## config.mk

```make
export PLATFORM = sky130hd
export DESIGN_NAME = pbcs_top
export DESIGN_NICKNAME = d
export VERILOG_FILES = /design/src/rtl/pbcs_pkg.sv /design/src/rtl/pbcs_sync_if.sv /design/src/rtl/pbcs_sync.sv /design/src/rtl/pbcs_top.sv
export SDC_FILE = /design/constraint.sdc
export NUM_CORES = 1
export LEC_CHECK = 0
export BUFFER_PORTS_ARGS = -buffer_cell sky130_fd_sc_hd__buf_2
export CAP_MARGIN = 30
export CORE_ASPECT_RATIO = 0.8
export CORE_MARGIN = 4
export CORE_UTILIZATION = 52
export DETAILED_ROUTE_END_ITERATION = 7
export GPL_ROUTABILITY_DRIVEN = 1
export PLACE_DENSITY_LB_ADDON = 0.08
export SLEW_MARGIN = 20
export SYNTH_ARGS = -nofsm -noshare
export SYNTH_HDL_FRONTEND = slang
export SYNTH_SLANG_ARGS = --single-unit
```

## constraint.sdc

```tcl
create_clock -name clk_i -period 2 [get_ports clk_i]
set_clock_uncertainty 0.05 [all_clocks]
set_input_delay 0.3 -clock clk_i [delete_from_list [all_inputs] [get_ports clk_i]]
set_output_delay 0.3 -clock clk_i [all_outputs]
set_load 0.05 [all_outputs]
```

## src/rtl/pbcs_pkg.sv

```systemverilog
`default_nettype none
package pbcs_pkg;
  // register byte addresses on the avalon slave
  localparam logic [7:0] ADDR_CTRL = 8'h00;
  localparam logic [7:0] ADDR_BW = 8'h04;
  localparam logic [7:0] ADDR_MUL = 8'h08;
  localparam logic [7:0] ADDR_RANGE = 8'h0C;
  localparam logic [7:0] ADDR_REFDIV = 8'h10;
  // pll_control_reg field positions
  localparam int BIT_IE = 7;
  localparam int BIT_FLAG = 6;
  localparam int BIT_PON = 5;
  localparam int BIT_BCS = 4;
  localparam int BIT_PRE_HI = 3;
  localparam int BIT_PRE_LO = 2;
  localparam int BIT_VPR_HI = 1;
  localparam int BIT_VPR_LO = 0;
  // bandwidth_ctrl_reg field positions
  localparam int BIT_AUTO = 7;
  localparam int BIT_LOCK = 6;
  // widths and reset values
  localparam int MUL_W = 12;
  localparam int RANGE_W = 8;
  localparam int REFDIV_W = 4;
  localparam logic [MUL_W-1:0] MUL_RESET = 12'h040;
  localparam logic [RANGE_W-1:0] RANGE_RESET = 8'h40;
  localparam logic [REFDIV_W-1:0] REFDIV_RESET = 4'h1;
  localparam logic [1:0] PRE_RESET = 2'h0;
  localparam logic [1:0] VPR_RESET = 2'h0;
  // source clock edges to wait during a base clock handover
  localparam logic [1:0] SWITCH_EDGES = 2'h3;
  // divider terminal counts, in source clock edges (rise and fall)
  localparam logic [1:0] OSC_HALF_EDGES = 2'h2;
  localparam logic [1:0] VCO_HALF_EDGES = 2'h3;
  // base clock selector states
  typedef enum logic [1:0] {PBCS_RUN, PBCS_HOLD} pbcs_sel_e;
endpackage
`default_nettype wire

```

## src/rtl/pbcs_sync_if.sv

```systemverilog
`timescale 1ns/10ps
`default_nettype none
interface pbcs_sync_if;
  logic level;
  logic rise;
  logic fall;
  modport src (output level, output rise, output fall);
  modport dst (input level, input rise, input fall);
endinterface
`default_nettype wire

```

## src/rtl/pbcs_sync.sv

```systemverilog
`timescale 1ns/10ps
`default_nettype none
// three flop synchroniser; a change counts once stages two and three agree
module pbcs_sync (
  input wire logic clk_i,
  input wire logic rst_n_i,
  input wire logic async_i,
  pbcs_sync_if.src sync
);
  logic meta;
  logic stage2;
  logic stage3;

  // first stage feeds only the second stage
  always_ff @(posedge clk_i)
  begin
    if (!rst_n_i)
    begin
      meta <= 1'b0;
      stage2 <= 1'b0;
      stage3 <= 1'b0;
    end
    else
    begin
      meta <= async_i;
      stage2 <= meta;
      stage3 <= stage2;
    end
  end

  // filtered level with one cycle change pulses
  always_ff @(posedge clk_i)
  begin
    if (!rst_n_i)
    begin
      sync.level <= 1'b0;
      sync.rise <= 1'b0;
      sync.fall <= 1'b0;
    end
    else
    begin
      sync.rise <= (stage2 == stage3) && stage3 && !sync.level;
      sync.fall <= (stage2 == stage3) && !stage3 && sync.level;
      if (stage2 == stage3)
      begin
        sync.level <= stage3;
      end
    end
  end
endmodule // pbcs_sync
`default_nettype wire

```

## src/rtl/pbcs_top.sv

```systemverilog
`timescale 1ns/10ps
`default_nettype none
// What this block does
// RL1: reference divider or multiplier value zero behaves exactly like value one.
// RL2: range multiplier zero disables pll, refuses vco selection, forces oscillator source.
// RL3: select bit one gives vco divided by three, zero oscillator by two.
// RL4: base clock held static during source change, within three plus three cycles.
// RL5: base clock has fifty percent duty, twice bus frequency.
// RL6: setting base select is ignored while pll power bit is clear.
// RL7: clearing pll power is refused while base select is one.
// RL8: power-on and vco selection need two separate control writes.
// RL9: power bit set enables pll and vco clock; clear stops it.
// RL10: reset sets power bit and keeps oscillator as base source.
// RL11: lock toggle sets change flag; flag with enable raises interrupt.
// RL12: interrupt enable unwritable, reads zero with auto mode off; reset clears.
// RL13: change flag reads zero with auto mode off; reset clears it.
// RL14: any control register read clears the change flag; a lock toggle in the same cycle sets it instead.
// RL15: prescaler bits unwritable while pll powered; reset clears them.
// RL16: prescaler code selects multiplier one, two, four or eight.
// RL17: lock indicator read-only in auto mode, reads zero otherwise.
// RL18: range exponent bits unwritable while powered, reset clears; never program three.
// RL19: bits blocked by an interlock keep old values, others still update.
module pbcs_top (
  input wire logic clk_i,
  input wire logic rst_n_i,
  input wire logic [7:0] avs_address_i,
  input wire logic avs_read_i,
  input wire logic avs_write_i,
  input wire logic [31:0] avs_writedata_i,
  input wire logic [3:0] avs_byteenable_i,
  output logic [31:0] avs_readdata_o,
  output logic avs_waitrequest_o,
  input wire logic osc_clock_i,
  input wire logic vco_clock_i,
  input wire logic lock_i,
  output logic base_clock_out_o,
  output logic pll_irq_o,
  output logic pll_enable_o,
  output logic [1:0] prescale_o,
  output logic [1:0] vco_range_exp_o,
  output logic [pbcs_pkg::MUL_W-1:0] mul_eff_o,
  output logic [pbcs_pkg::REFDIV_W-1:0] ref_div_eff_o,
  output logic [pbcs_pkg::RANGE_W-1:0] vco_range_o
);
  pbcs_sync_if osc_s (), vco_s (), lock_s ();
  pbcs_sync u_osc (.clk_i(clk_i), .rst_n_i(rst_n_i), .async_i(osc_clock_i), .sync(osc_s));
  pbcs_sync u_vco (.clk_i(clk_i), .rst_n_i(rst_n_i), .async_i(vco_clock_i), .sync(vco_s));
  pbcs_sync u_lock (.clk_i(clk_i), .rst_n_i(rst_n_i), .async_i(lock_i), .sync(lock_s));
  logic lock_irq_enable, lock_change_flag, pll_power_on, base_source_select, auto_mode;
  logic [1:0] prescale, vco_range_exp;
  logic [pbcs_pkg::MUL_W-1:0] mul;
  logic [pbcs_pkg::RANGE_W-1:0] range;
  logic [pbcs_pkg::REFDIV_W-1:0] ref_div;
  logic acc, wr_go, rd_go, wr_lane0, range_zero;
  logic [7:0] wd, ctrl_rd;
  logic [31:0] next_readdata;
  // a request is served on the edge where waitrequest is low
  assign acc = (avs_read_i || avs_write_i) && !avs_waitrequest_o;
  assign wr_go = acc && avs_write_i;
  assign rd_go = acc && avs_read_i;
  assign wr_lane0 = wr_go && avs_byteenable_i[0];
  assign wd = avs_writedata_i[7:0];
  assign range_zero = (range == '0);
  // one wait state: waitrequest drops for exactly one cycle per request
  always_ff @(posedge clk_i)
  begin
    if (!rst_n_i)
      avs_waitrequest_o <= 1'b1;
    else
      avs_waitrequest_o <= !((avs_read_i || avs_write_i) && avs_waitrequest_o);
  end
  // control read view; masked bits read zero outside auto mode
  always_comb
  begin
    ctrl_rd = '0;
    ctrl_rd[pbcs_pkg::BIT_IE] = lock_irq_enable && auto_mode; // RL12
    ctrl_rd[pbcs_pkg::BIT_FLAG] = lock_change_flag && auto_mode; // RL13
    ctrl_rd[pbcs_pkg::BIT_PON] = pll_power_on;
    ctrl_rd[pbcs_pkg::BIT_BCS] = base_source_select;
    ctrl_rd[pbcs_pkg::BIT_PRE_HI] = prescale[1];
    ctrl_rd[pbcs_pkg::BIT_PRE_LO] = prescale[0];
    ctrl_rd[pbcs_pkg::BIT_VPR_HI] = vco_range_exp[1];
    ctrl_rd[pbcs_pkg::BIT_VPR_LO] = vco_range_exp[0];
  end
  // read mux; unmapped addresses read zero
  always_comb
  begin
    next_readdata = '0;
    case (avs_address_i)
      pbcs_pkg::ADDR_CTRL: next_readdata[7:0] = ctrl_rd;
      pbcs_pkg::ADDR_BW:
      begin
        next_readdata[pbcs_pkg::BIT_AUTO] = auto_mode;
        next_readdata[pbcs_pkg::BIT_LOCK] = lock_s.level && auto_mode; // RL17
      end
      pbcs_pkg::ADDR_MUL: next_readdata[pbcs_pkg::MUL_W-1:0] = mul;
      pbcs_pkg::ADDR_RANGE: next_readdata[pbcs_pkg::RANGE_W-1:0] = range;
      pbcs_pkg::ADDR_REFDIV: next_readdata[pbcs_pkg::REFDIV_W-1:0] = ref_div;
      default: next_readdata = '0;
    endcase
  end
  // read data captured during the wait cycle, stands at the serving edge
  always_ff @(posedge clk_i)
  begin
    if (!rst_n_i)
      avs_readdata_o <= '0;
    else if (avs_read_i && avs_waitrequest_o)
      avs_readdata_o <= next_readdata;
  end
  // power and source select interlocks, judged on the old register values
  always_ff @(posedge clk_i)
  begin
    if (!rst_n_i)
    begin
      pll_power_on <= 1'b1; // RL10
      base_source_select <= 1'b0; // RL3 RL10
    end
    else
    begin
      if (wr_lane0 && avs_address_i == pbcs_pkg::ADDR_CTRL)
      begin
        // clear refused while vco drives the base clock
        if (!base_source_select) // RL7 RL19
          pll_power_on <= wd[pbcs_pkg::BIT_PON]; // RL9
        // set refused while pll off or range zero; same write cannot do both
        if (!wd[pbcs_pkg::BIT_BCS] || (pll_power_on && !range_zero)) // RL6 RL8 RL2 RL19
          base_source_select <= wd[pbcs_pkg::BIT_BCS];
      end
      if (range_zero) // RL2
        base_source_select <= 1'b0;
    end
  end
  // prescaler and range exponent frozen while the pll is powered
  always_ff @(posedge clk_i)
  begin
    if (!rst_n_i)
    begin
      prescale <= pbcs_pkg::PRE_RESET; // RL15
      vco_range_exp <= pbcs_pkg::VPR_RESET; // RL18
      lock_irq_enable <= 1'b0; // RL12
    end
    else if (wr_lane0 && avs_address_i == pbcs_pkg::ADDR_CTRL)
    begin
      if (!pll_power_on) // RL15 RL18 RL19
      begin
        prescale <= {wd[pbcs_pkg::BIT_PRE_HI], wd[pbcs_pkg::BIT_PRE_LO]};
        vco_range_exp <= {wd[pbcs_pkg::BIT_VPR_HI], wd[pbcs_pkg::BIT_VPR_LO]};
      end
      if (auto_mode) // RL12
        lock_irq_enable <= wd[pbcs_pkg::BIT_IE];
    end
  end
  // divider registers, also frozen while powered
  always_ff @(posedge clk_i)
  begin
    if (!rst_n_i)
    begin
      auto_mode <= 1'b0;
      mul <= pbcs_pkg::MUL_RESET;
      range <= pbcs_pkg::RANGE_RESET;
      ref_div <= pbcs_pkg::REFDIV_RESET;
    end
    else if (wr_go)
    begin
      if (avs_byteenable_i[0] && avs_address_i == pbcs_pkg::ADDR_BW)
        auto_mode <= wd[pbcs_pkg::BIT_AUTO];
      if (!pll_power_on && avs_address_i == pbcs_pkg::ADDR_MUL)
      begin
        if (avs_byteenable_i[0])
          mul[7:0] <= wd;
        if (avs_byteenable_i[1])
          mul[pbcs_pkg::MUL_W-1:8] <= avs_writedata_i[pbcs_pkg::MUL_W-1:8];
      end
      if (!pll_power_on && avs_byteenable_i[0] && avs_address_i == pbcs_pkg::ADDR_RANGE)
        range <= wd;
      if (!pll_power_on && avs_byteenable_i[0] && avs_address_i == pbcs_pkg::ADDR_REFDIV)
        ref_div <= wd[pbcs_pkg::REFDIV_W-1:0];
    end
  end
  // lock change flag: a toggle in the clearing cycle still sets it
  always_ff @(posedge clk_i)
  begin
    if (!rst_n_i)
      lock_change_flag <= 1'b0; // RL13
    else if (!auto_mode)
      lock_change_flag <= 1'b0; // RL13
    else if (lock_s.rise || lock_s.fall) // RL11
      lock_change_flag <= 1'b1;
    else if (rd_go && avs_address_i == pbcs_pkg::ADDR_CTRL) // RL14
      lock_change_flag <= 1'b0;
  end
  // registered outputs toward the analog loop and the integration unit
  always_ff @(posedge clk_i)
  begin
    if (!rst_n_i)
    begin
      pll_irq_o <= 1'b0;
      pll_enable_o <= 1'b0;
      prescale_o <= pbcs_pkg::PRE_RESET;
      vco_range_exp_o <= pbcs_pkg::VPR_RESET;
      mul_eff_o <= pbcs_pkg::MUL_RESET;
      ref_div_eff_o <= pbcs_pkg::REFDIV_RESET;
      vco_range_o <= pbcs_pkg::RANGE_RESET;
    end
    else
    begin
      pll_irq_o <= lock_change_flag && lock_irq_enable && auto_mode; // RL11
      pll_enable_o <= pll_power_on && !range_zero; // RL9 RL2
      prescale_o <= prescale; // RL16
      vco_range_exp_o <= vco_range_exp;
      // zero divider settings behave as one
      mul_eff_o <= (mul == '0) ? pbcs_pkg::MUL_W'(1) : mul; // RL1
      ref_div_eff_o <= (ref_div == '0) ? pbcs_pkg::REFDIV_W'(1) : ref_div; // RL1
      vco_range_o <= range;
    end
  end

  // source dividers count both edges so each half period is equal
  logic [1:0] osc_cnt, vco_cnt;
  logic osc_div, vco_div, osc_edge, vco_edge;
  assign osc_edge = osc_s.rise || osc_s.fall;
  assign vco_edge = vco_s.rise || vco_s.fall;
  always_ff @(posedge clk_i)
  begin
    if (!rst_n_i)
    begin
      osc_cnt <= '0;
      osc_div <= 1'b0;
    end
    else if (osc_edge)
    begin
      if (osc_cnt == pbcs_pkg::OSC_HALF_EDGES - 2'h1) // RL5
      begin
        osc_cnt <= '0;
        osc_div <= !osc_div;
      end
      else
        osc_cnt <= osc_cnt + 2'h1;
    end
  end
  // vco stops counting while the pll is off
  always_ff @(posedge clk_i)
  begin
    if (!rst_n_i)
    begin
      vco_cnt <= '0;
      vco_div <= 1'b0;
    end
    else if (vco_edge && pll_enable_o)
    begin
      if (vco_cnt == pbcs_pkg::VCO_HALF_EDGES - 2'h1) // RL5
      begin
        vco_cnt <= '0;
        vco_div <= !vco_div;
      end
      else
        vco_cnt <= vco_cnt + 2'h1;
    end
  end

  // handover: freeze the output, let the oscillator and, when it is selected, the vco run three rising edges
  pbcs_pkg::pbcs_sel_e sel_state;
  logic active_src;
  logic [1:0] osc_wait, vco_wait;
  always_ff @(posedge clk_i)
  begin
    if (!rst_n_i)
    begin
      sel_state <= pbcs_pkg::PBCS_RUN;
      active_src <= 1'b0;
      osc_wait <= '0;
      vco_wait <= '0;
    end
    else
    begin
      case (sel_state)
        pbcs_pkg::PBCS_RUN:
          if (active_src != base_source_select) // RL4
          begin
            sel_state <= pbcs_pkg::PBCS_HOLD;
            osc_wait <= '0;
            vco_wait <= '0;
          end
        pbcs_pkg::PBCS_HOLD:
        begin
          if (osc_s.rise && osc_wait != pbcs_pkg::SWITCH_EDGES)
            osc_wait <= osc_wait + 2'h1;
          if (vco_s.rise && vco_wait != pbcs_pkg::SWITCH_EDGES)
            vco_wait <= vco_wait + 2'h1;
          // a dead vco must not trap the switch back to the oscillator
          if (osc_wait == pbcs_pkg::SWITCH_EDGES &&
              (vco_wait == pbcs_pkg::SWITCH_EDGES || !base_source_select)) // RL4
          begin
            active_src <= base_source_select;
            sel_state <= pbcs_pkg::PBCS_RUN;
          end
        end
        default: sel_state <= pbcs_pkg::PBCS_RUN;
      endcase
    end
  end
  // base clock output stays static while holding
  always_ff @(posedge clk_i)
  begin
    if (!rst_n_i)
      base_clock_out_o <= 1'b0;
    else if (sel_state == pbcs_pkg::PBCS_RUN && active_src == base_source_select)
      base_clock_out_o <= active_src ? vco_div : osc_div; // RL3
  end

  // checks
  a_bcs_needs_power: assert property (@(posedge clk_i) disable iff (!rst_n_i) // RL6
    $rose(base_source_select) |-> $past(pll_power_on)) else $error("select set while pll off");
  a_power_held: assert property (@(posedge clk_i) disable iff (!rst_n_i) // RL7
    $past(base_source_select) |-> pll_power_on) else $error("pll cleared while vco selected");
  a_no_joint_change: assert property (@(posedge clk_i) disable iff (!rst_n_i) // RL8
    $rose(pll_power_on) |-> !$rose(base_source_select)) else $error("power and select in one write");
  a_range_zero_src: assert property (@(posedge clk_i) disable iff (!rst_n_i) // RL2
    range_zero |=> !base_source_select && !pll_enable_o) else $error("range zero kept vco");
  a_hold_static: assert property (@(posedge clk_i) disable iff (!rst_n_i) // RL4
    sel_state == pbcs_pkg::PBCS_HOLD |=> $stable(base_clock_out_o)) else $error("base clock moved in hold");
  a_pre_frozen: assert property (@(posedge clk_i) disable iff (!rst_n_i) // RL15
    $past(pll_power_on) |-> $stable(prescale) && $stable(vco_range_exp)) else $error("prescaler changed while on");
  a_flag_cleared: assert property (@(posedge clk_i) disable iff (!rst_n_i) // RL14
    rd_go && avs_address_i == pbcs_pkg::ADDR_CTRL && !lock_s.rise && !lock_s.fall |=> !lock_change_flag)
    else $error("control read left flag set");
  a_flag_on_toggle: assert property (@(posedge clk_i) disable iff (!rst_n_i) // RL11
    auto_mode && (lock_s.rise || lock_s.fall) |=> lock_change_flag) else $error("lock toggle lost");
  a_irq_follows: assert property (@(posedge clk_i) disable iff (!rst_n_i) // RL11
    lock_change_flag && lock_irq_enable && auto_mode |=> pll_irq_o) else $error("irq missing");
  a_ie_masked: assert property (@(posedge clk_i) disable iff (!rst_n_i) // RL12 RL13
    avs_read_i && avs_waitrequest_o && avs_address_i == pbcs_pkg::ADDR_CTRL && !auto_mode
    |=> !avs_readdata_o[pbcs_pkg::BIT_IE] && !avs_readdata_o[pbcs_pkg::BIT_FLAG]) else $error("masked bits read");
  a_div_one: assert property (@(posedge clk_i) disable iff (!rst_n_i) // RL1
    mul == '0 |=> mul_eff_o == pbcs_pkg::MUL_W'(1)) else $error("zero multiplier not one");
endmodule // pbcs_top
`default_nettype wire

```

### Yosys cells after proc, flatten, opt, wreduce, memory -nomap -nowiden

Cells that the tools add are included.

* register bits: 108
* latch bits: 0
* bits in writable memories: 0
* bits in read-only memories: 0
* bits of input ports: 51
* word-level logic and storage cells: 175
* memories: 0

* $add $sub $neg: 4
* $mul: 0
* div/mod/pow operators: 0
* $lt $le $gt $ge: 0
* eq/ne operators: 20
* shift-type cells: 0
* multiplexer cells: 18
* bitwise logic cells: 3
* reductions and logical operators: 82

Operator list (count)
* 1-bit logical AND: 36
* 2-bit AND reduction: 12
* 8-bit by 4-bit equality test with 1-bit output (second input constant): 2
* 8-bit zero test: 2
* 4-bit one-hot mux with 4 select lines: 1
* 1-bit zero test: 14
* 2-bit two-way mux: 7
* 12-bit zero test: 1
* 2-bit != test (second input constant): 6
* 2-bit one-hot mux with 2 select lines: 3
* 3-bit AND reduction: 4
* 2-bit by 1-bit adder with 2-bit output (second input constant): 4
* 8-bit by 3-bit equality test with 1-bit output (second input constant): 1
* 8-bit by 5-bit equality test with 1-bit output (second input constant): 1
* 2-bit one-hot mux with 4 select lines: 1
* 7-bit two-way mux: 1
* 2-bit equality test (second input constant): 3
* 1-bit logical OR: 6
* 2-bit one-hot mux with 3 select lines: 1
* 2-bit OR reduction: 3
* 1-bit equality test: 4
* 2-bit by 1-bit equality test with 1-bit output (second input constant): 2
* 4-bit zero test: 1
* 4-bit two-way mux: 1
* 5 further kinds: 10

### Logic depth before layout (Yosys ltp)

* depth in word-level cells: 6
* mapped depth: 6

### Cells and area by module

From an unflattened synthesis, not the netlist that was laid out.

* cells, all modules: 438
* area total of the unflattened synthesis: 4192.8 sq um

Modules (own cells, without submodules)
* pbcs_top: instances 1, cells each 384, area each 3588.4 sq um, seq. area each 1781.7 sq um
* pbcs_sync: instances 3, cells each 18, area each 201.4 sq um, seq. area each 120.1 sq um

### Least setup slack after synthesis

No wires, ideal clock.

* kind: flip-flop to flip-flop
* start: register avs_waitrequest_o
* end: register ref_div[0] (netlist name)
* setup time: 0.129 ns
* arrival time: 1.582 ns
* data required time: 1.821 ns
* path slack: 0.239 ns
* stages on the path, launching flop included: 6
* path buffers: 1
* path through: dfxtp_1 and4bb_2 and4b_1 clkbuf_1 mux2i_1 nand2_1

* cells in the longest elaborated chain, start to end: 4

RTL lines
* start: declaration: RTL line pbcs_top.sv:32 `output logic avs_waitrequest_o,`
* start signal: assignment: RTL line pbcs_top.sv:70 `avs_waitrequest_o <= !((avs_read_i || avs_write_i) && avs_waitrequest_o);`
* 1-bit zero test: RTL line pbcs_top.sv:58 `assign acc = (avs_read_i || avs_write_i) && !avs_waitrequest_o;`
* 1-bit logical AND: RTL line pbcs_top.sv:58
* 1-bit logical AND: RTL line pbcs_top.sv:59 `assign wr_go = acc && avs_write_i;`
* 2-bit AND reduction (no line)
* end signal: assignment: RTL line pbcs_top.sv:161 `ref_div <= pbcs_pkg::REFDIV_RESET;`
* end signal: assignment: RTL line pbcs_top.sv:177 `ref_div <= wd[pbcs_pkg::REFDIV_W-1:0];`
* end: declaration: RTL line pbcs_top.sv:53 `logic [pbcs_pkg::REFDIV_W-1:0] ref_div;`

Every way passes these cells.
A chain may end at the register's enable or synchronous reset.

### Worst setup path in the final report

* start: register avs_waitrequest_o
* end: register mul[0] (netlist name)

* cells in the longest elaborated chain, start to end: 4

RTL lines
* 1-bit zero test: RTL line pbcs_top.sv:58
* 1-bit logical AND: RTL line pbcs_top.sv:58
* 1-bit logical AND: RTL line pbcs_top.sv:59
* 3-bit AND reduction (no line)
* end signal: assignment: RTL line pbcs_top.sv:159 `mul <= pbcs_pkg::MUL_RESET;`
* end signal: indexed assignment: RTL line pbcs_top.sv:172 `mul[pbcs_pkg::MUL_W-1:8] <= avs_writedata_i[pbcs_pkg::MUL_W-1:8];`
* end: declaration: RTL line pbcs_top.sv:51 `logic [pbcs_pkg::MUL_W-1:0] mul;`

Every way passes these cells.

==> flow_metrics.tcl <==
set metrics [dict create \
    end_kind "register" \
    postCtsResizedCells 0 \
    wire_per_inst_um 14.5 \
    hold_buffers 0 \
    worst_hold_path.num_cells 2 \
    grt_overflow_total 0 \
    period_minus_slack_ns 1.57 \
    power_density_nw_per_um2 780 \
    syn_inst 445 \
    avgViaCountPerCell 5.09 \
    crit_type "register to register" \
    fin_setup_tns_ns 0 \
    drcViolationCount 0 \
    synth_edf_count 0 \
    drt-pass1-iter-count 4 \
    postPlaceCellArea_um2 4710 \
    num_rows 29 \
    ys.flop_type "dfxtp_1" \
    status "completed" \
    drv_slew 0 \
    post-place-ws_ns 0.136 \
    die-height_um 89.2 \
    core_um2 7980 \
    dpl.cell_count 614 \
    grt_usage_pct 19.5 \
    grt_start_max_net_pins 35 \
    yosysMostFrequentCell "dfxtp_1" \
    fin_util_pct 61.7 \
    final_area_um2 4920 \
    synth_top_area_share_pct 50.0 \
    diodes 0 \
    ys_seq_area_share_pct 50.0 \
    detail-route-antenna-nets 0 \
    area.growth.synth_to_final_pct 15.0 \
    antenna_found_initial 0 \
    synthTopCellsByCount "dfxtp_1, nand2_1, mux2i_1" \
    fmax_mhz 639 \
    cp_data_arrival_time_ns 1.78 \
    critPathRequiredTime_ns 2.21 \
    grt_first_pass_wirelength_um 14600 \
    hold_path.class "primary input to register" \
    syn-cell-area_um2 4280 \
    fillCellCount 733 \
    h-tree-depth 3 \
    whs_ns 0.0831 \
    finalHoldViolations 0 \
    ioPinCount 115 \
    first_global_vias 2975 \
    ir_drop_v 0.000451 \
    numCtsBuffers 9 \
    synth_top_area_cell "dfxtp_1" \
    cts_tree "done" \
    fin_cells 628 \
    relSlewSlack_pct 66.2 \
    tightest_slew_ns 0.502 \
    period_share_pct 78.3 \
    drtIter0Drc 116 \
    synth_cell_types 52 \
    max_cap_violations 0 \
    cts-root-buf "clkbuf_8" \
    ys_async_sr_fraction_pct 0 \
    worstSkewPairLatency_ns 0.37 \
    cp-start-kind "register" \
    die-area_um2 9760 \
    dr_total_vias 3198 \
    clkTransAtPathRegs_ns 0.09 \
    setup_violations 0 \
    synth.avg_cell_area_um2 9.62 \
    place.gp.congestion 0.818 \
    ys_warn_count 0 \
    cp_max_fo 8 \
    power_mw 3.84 \
    r2r_cells 5 \
    clk_path_buf_depth 2 \
    wl_um 9080 \
    die_w_um 109 \
    cts_sinks 107 \
    power_leakage_nw 2.30 \
    dpl.hpwl_um 6780 \
    synth-seq-cells 107 \
    rsz0062_at_grt "no" \
    setup_ws_ns 0.435 \
    nNetsFinal 576 \
    initial_core_util_pct 53.6 \
    synthTopCellsByArea "dfxtp_1, mux2i_1, and2_1, nand2_1, buf_4" \
    layout-drive-gt1-share_pct 20.6 \
    io_buffer_count 72 \
    cts_setup_buffers 0 \
]
[flip-flops by register name, indices dropped and copies added, names as in the netlist, 4 cells and up]
register,count
ref_div,4
ref_div_eff_o,4
range,8
mul_eff_o,12
avs_readdata_o,12
vco_range_o,8
mul,12
[power by group]
part	total [mW]	leakage, nW	internal (mW)	switching (mW)
Sequential	2.15	0.864	2.14	0.00886
Clock	1.42	0.104	0.728	0.688
Combinational	0.274	1.33	0.0716	0.202
Total	3.84	2.30	2.94	0.899
[per-layer routing]
layer | track usage (%) | wire length [um] | up-vias
met2 | 29.1 | 3800 | 103
met4 | 7.59 | 165 | 0
met1 | 27.6 | 4410 | 1457
met3 | 4.40 | 702 | 16
met5 | 0 | 0 | -
li1 | - | - | 1622
[path summary, 6_finish.rpt]
check                                                  start                       to  slack (ns)
worst max-delay path            avs_waitrequest_o$_SDFF_PN1_      mul[0]$_SDFFE_PN0P_        0.43
worst min-delay path                             vco_clock_i    u_vco.meta$_SDFF_PN0_        0.08
worst max register to register  avs_waitrequest_o$_SDFF_PN1_      mul[0]$_SDFFE_PN0P_        0.43
worst min register to register         u_vco.meta$_SDFF_PN0_  u_vco.stage2$_SDFF_PN0_        0.39
[placed cells by master (no fill, tap or decap), types with 3 or more instances in the layout]
cell type / synthesis / final
nand2b_1: 4 / 4
nor2_1: 14 / 14
ha_1: 8 / 8
o21ai_0: 23 / 23
and2_1: 28 / 28
nor4_1: 5 / 5
dfxtp_1: 107 / 107
o21a_1: 3 / 3
a21oi_1: 5 / 5
inv_1: 18 / 18
conb_1: 1 / 20
nor3_1: 4 / 4
clkbuf_8: 0 / 10
and3_1: 9 / 9
nand2_1: 43 / 43
nand3_1: 18 / 18
o2bb2ai_1: 5 / 5
buf_2: 1 / 72
a31oi_1: 4 / 4
nand4_1: 5 / 5
nor2b_1: 23 / 23
buf_4: 20 / 9
mux2i_1: 31 / 31
a21boi_0: 10 / 10
o311ai_0: 3 / 3
[cell families after synthesis]
family | after synthesis | share of synthesized area (%)
AOI/OAI and AO/OA | 61 | 9.32
xor gates and xnor gates | 2 | 0.409
adders and majority gates | 8 | 2.34
buffers and inverters | 58 | 6.87
DFF | 107 | 50.0
muxes | 32 | 7.51
other | 1 | 0.0876
and+or+nand+nor | 176 | 23.4
[critical path, stage by stage (launching register included)]
cell,delay [ns]
dfxtp_1,0.38
and4bb_2,0.41
nand4_2,0.17
buf_4,0.24
mux2i_1,0.16
nor2b_1,0.06
[layout make-up]
type	instances	area (um^2)	share of cell area, %
inverters	18	67.6	1.37
repair buffers	82	448	9.10
clock inverters	4	76.3	1.55
well taps	108	135	2.74
multi-input cells	299	1920	38.9
flip-flops and latches	107	2140	43.5
clock buffers	10	138	2.80
(Power assumes the default switching activity.)
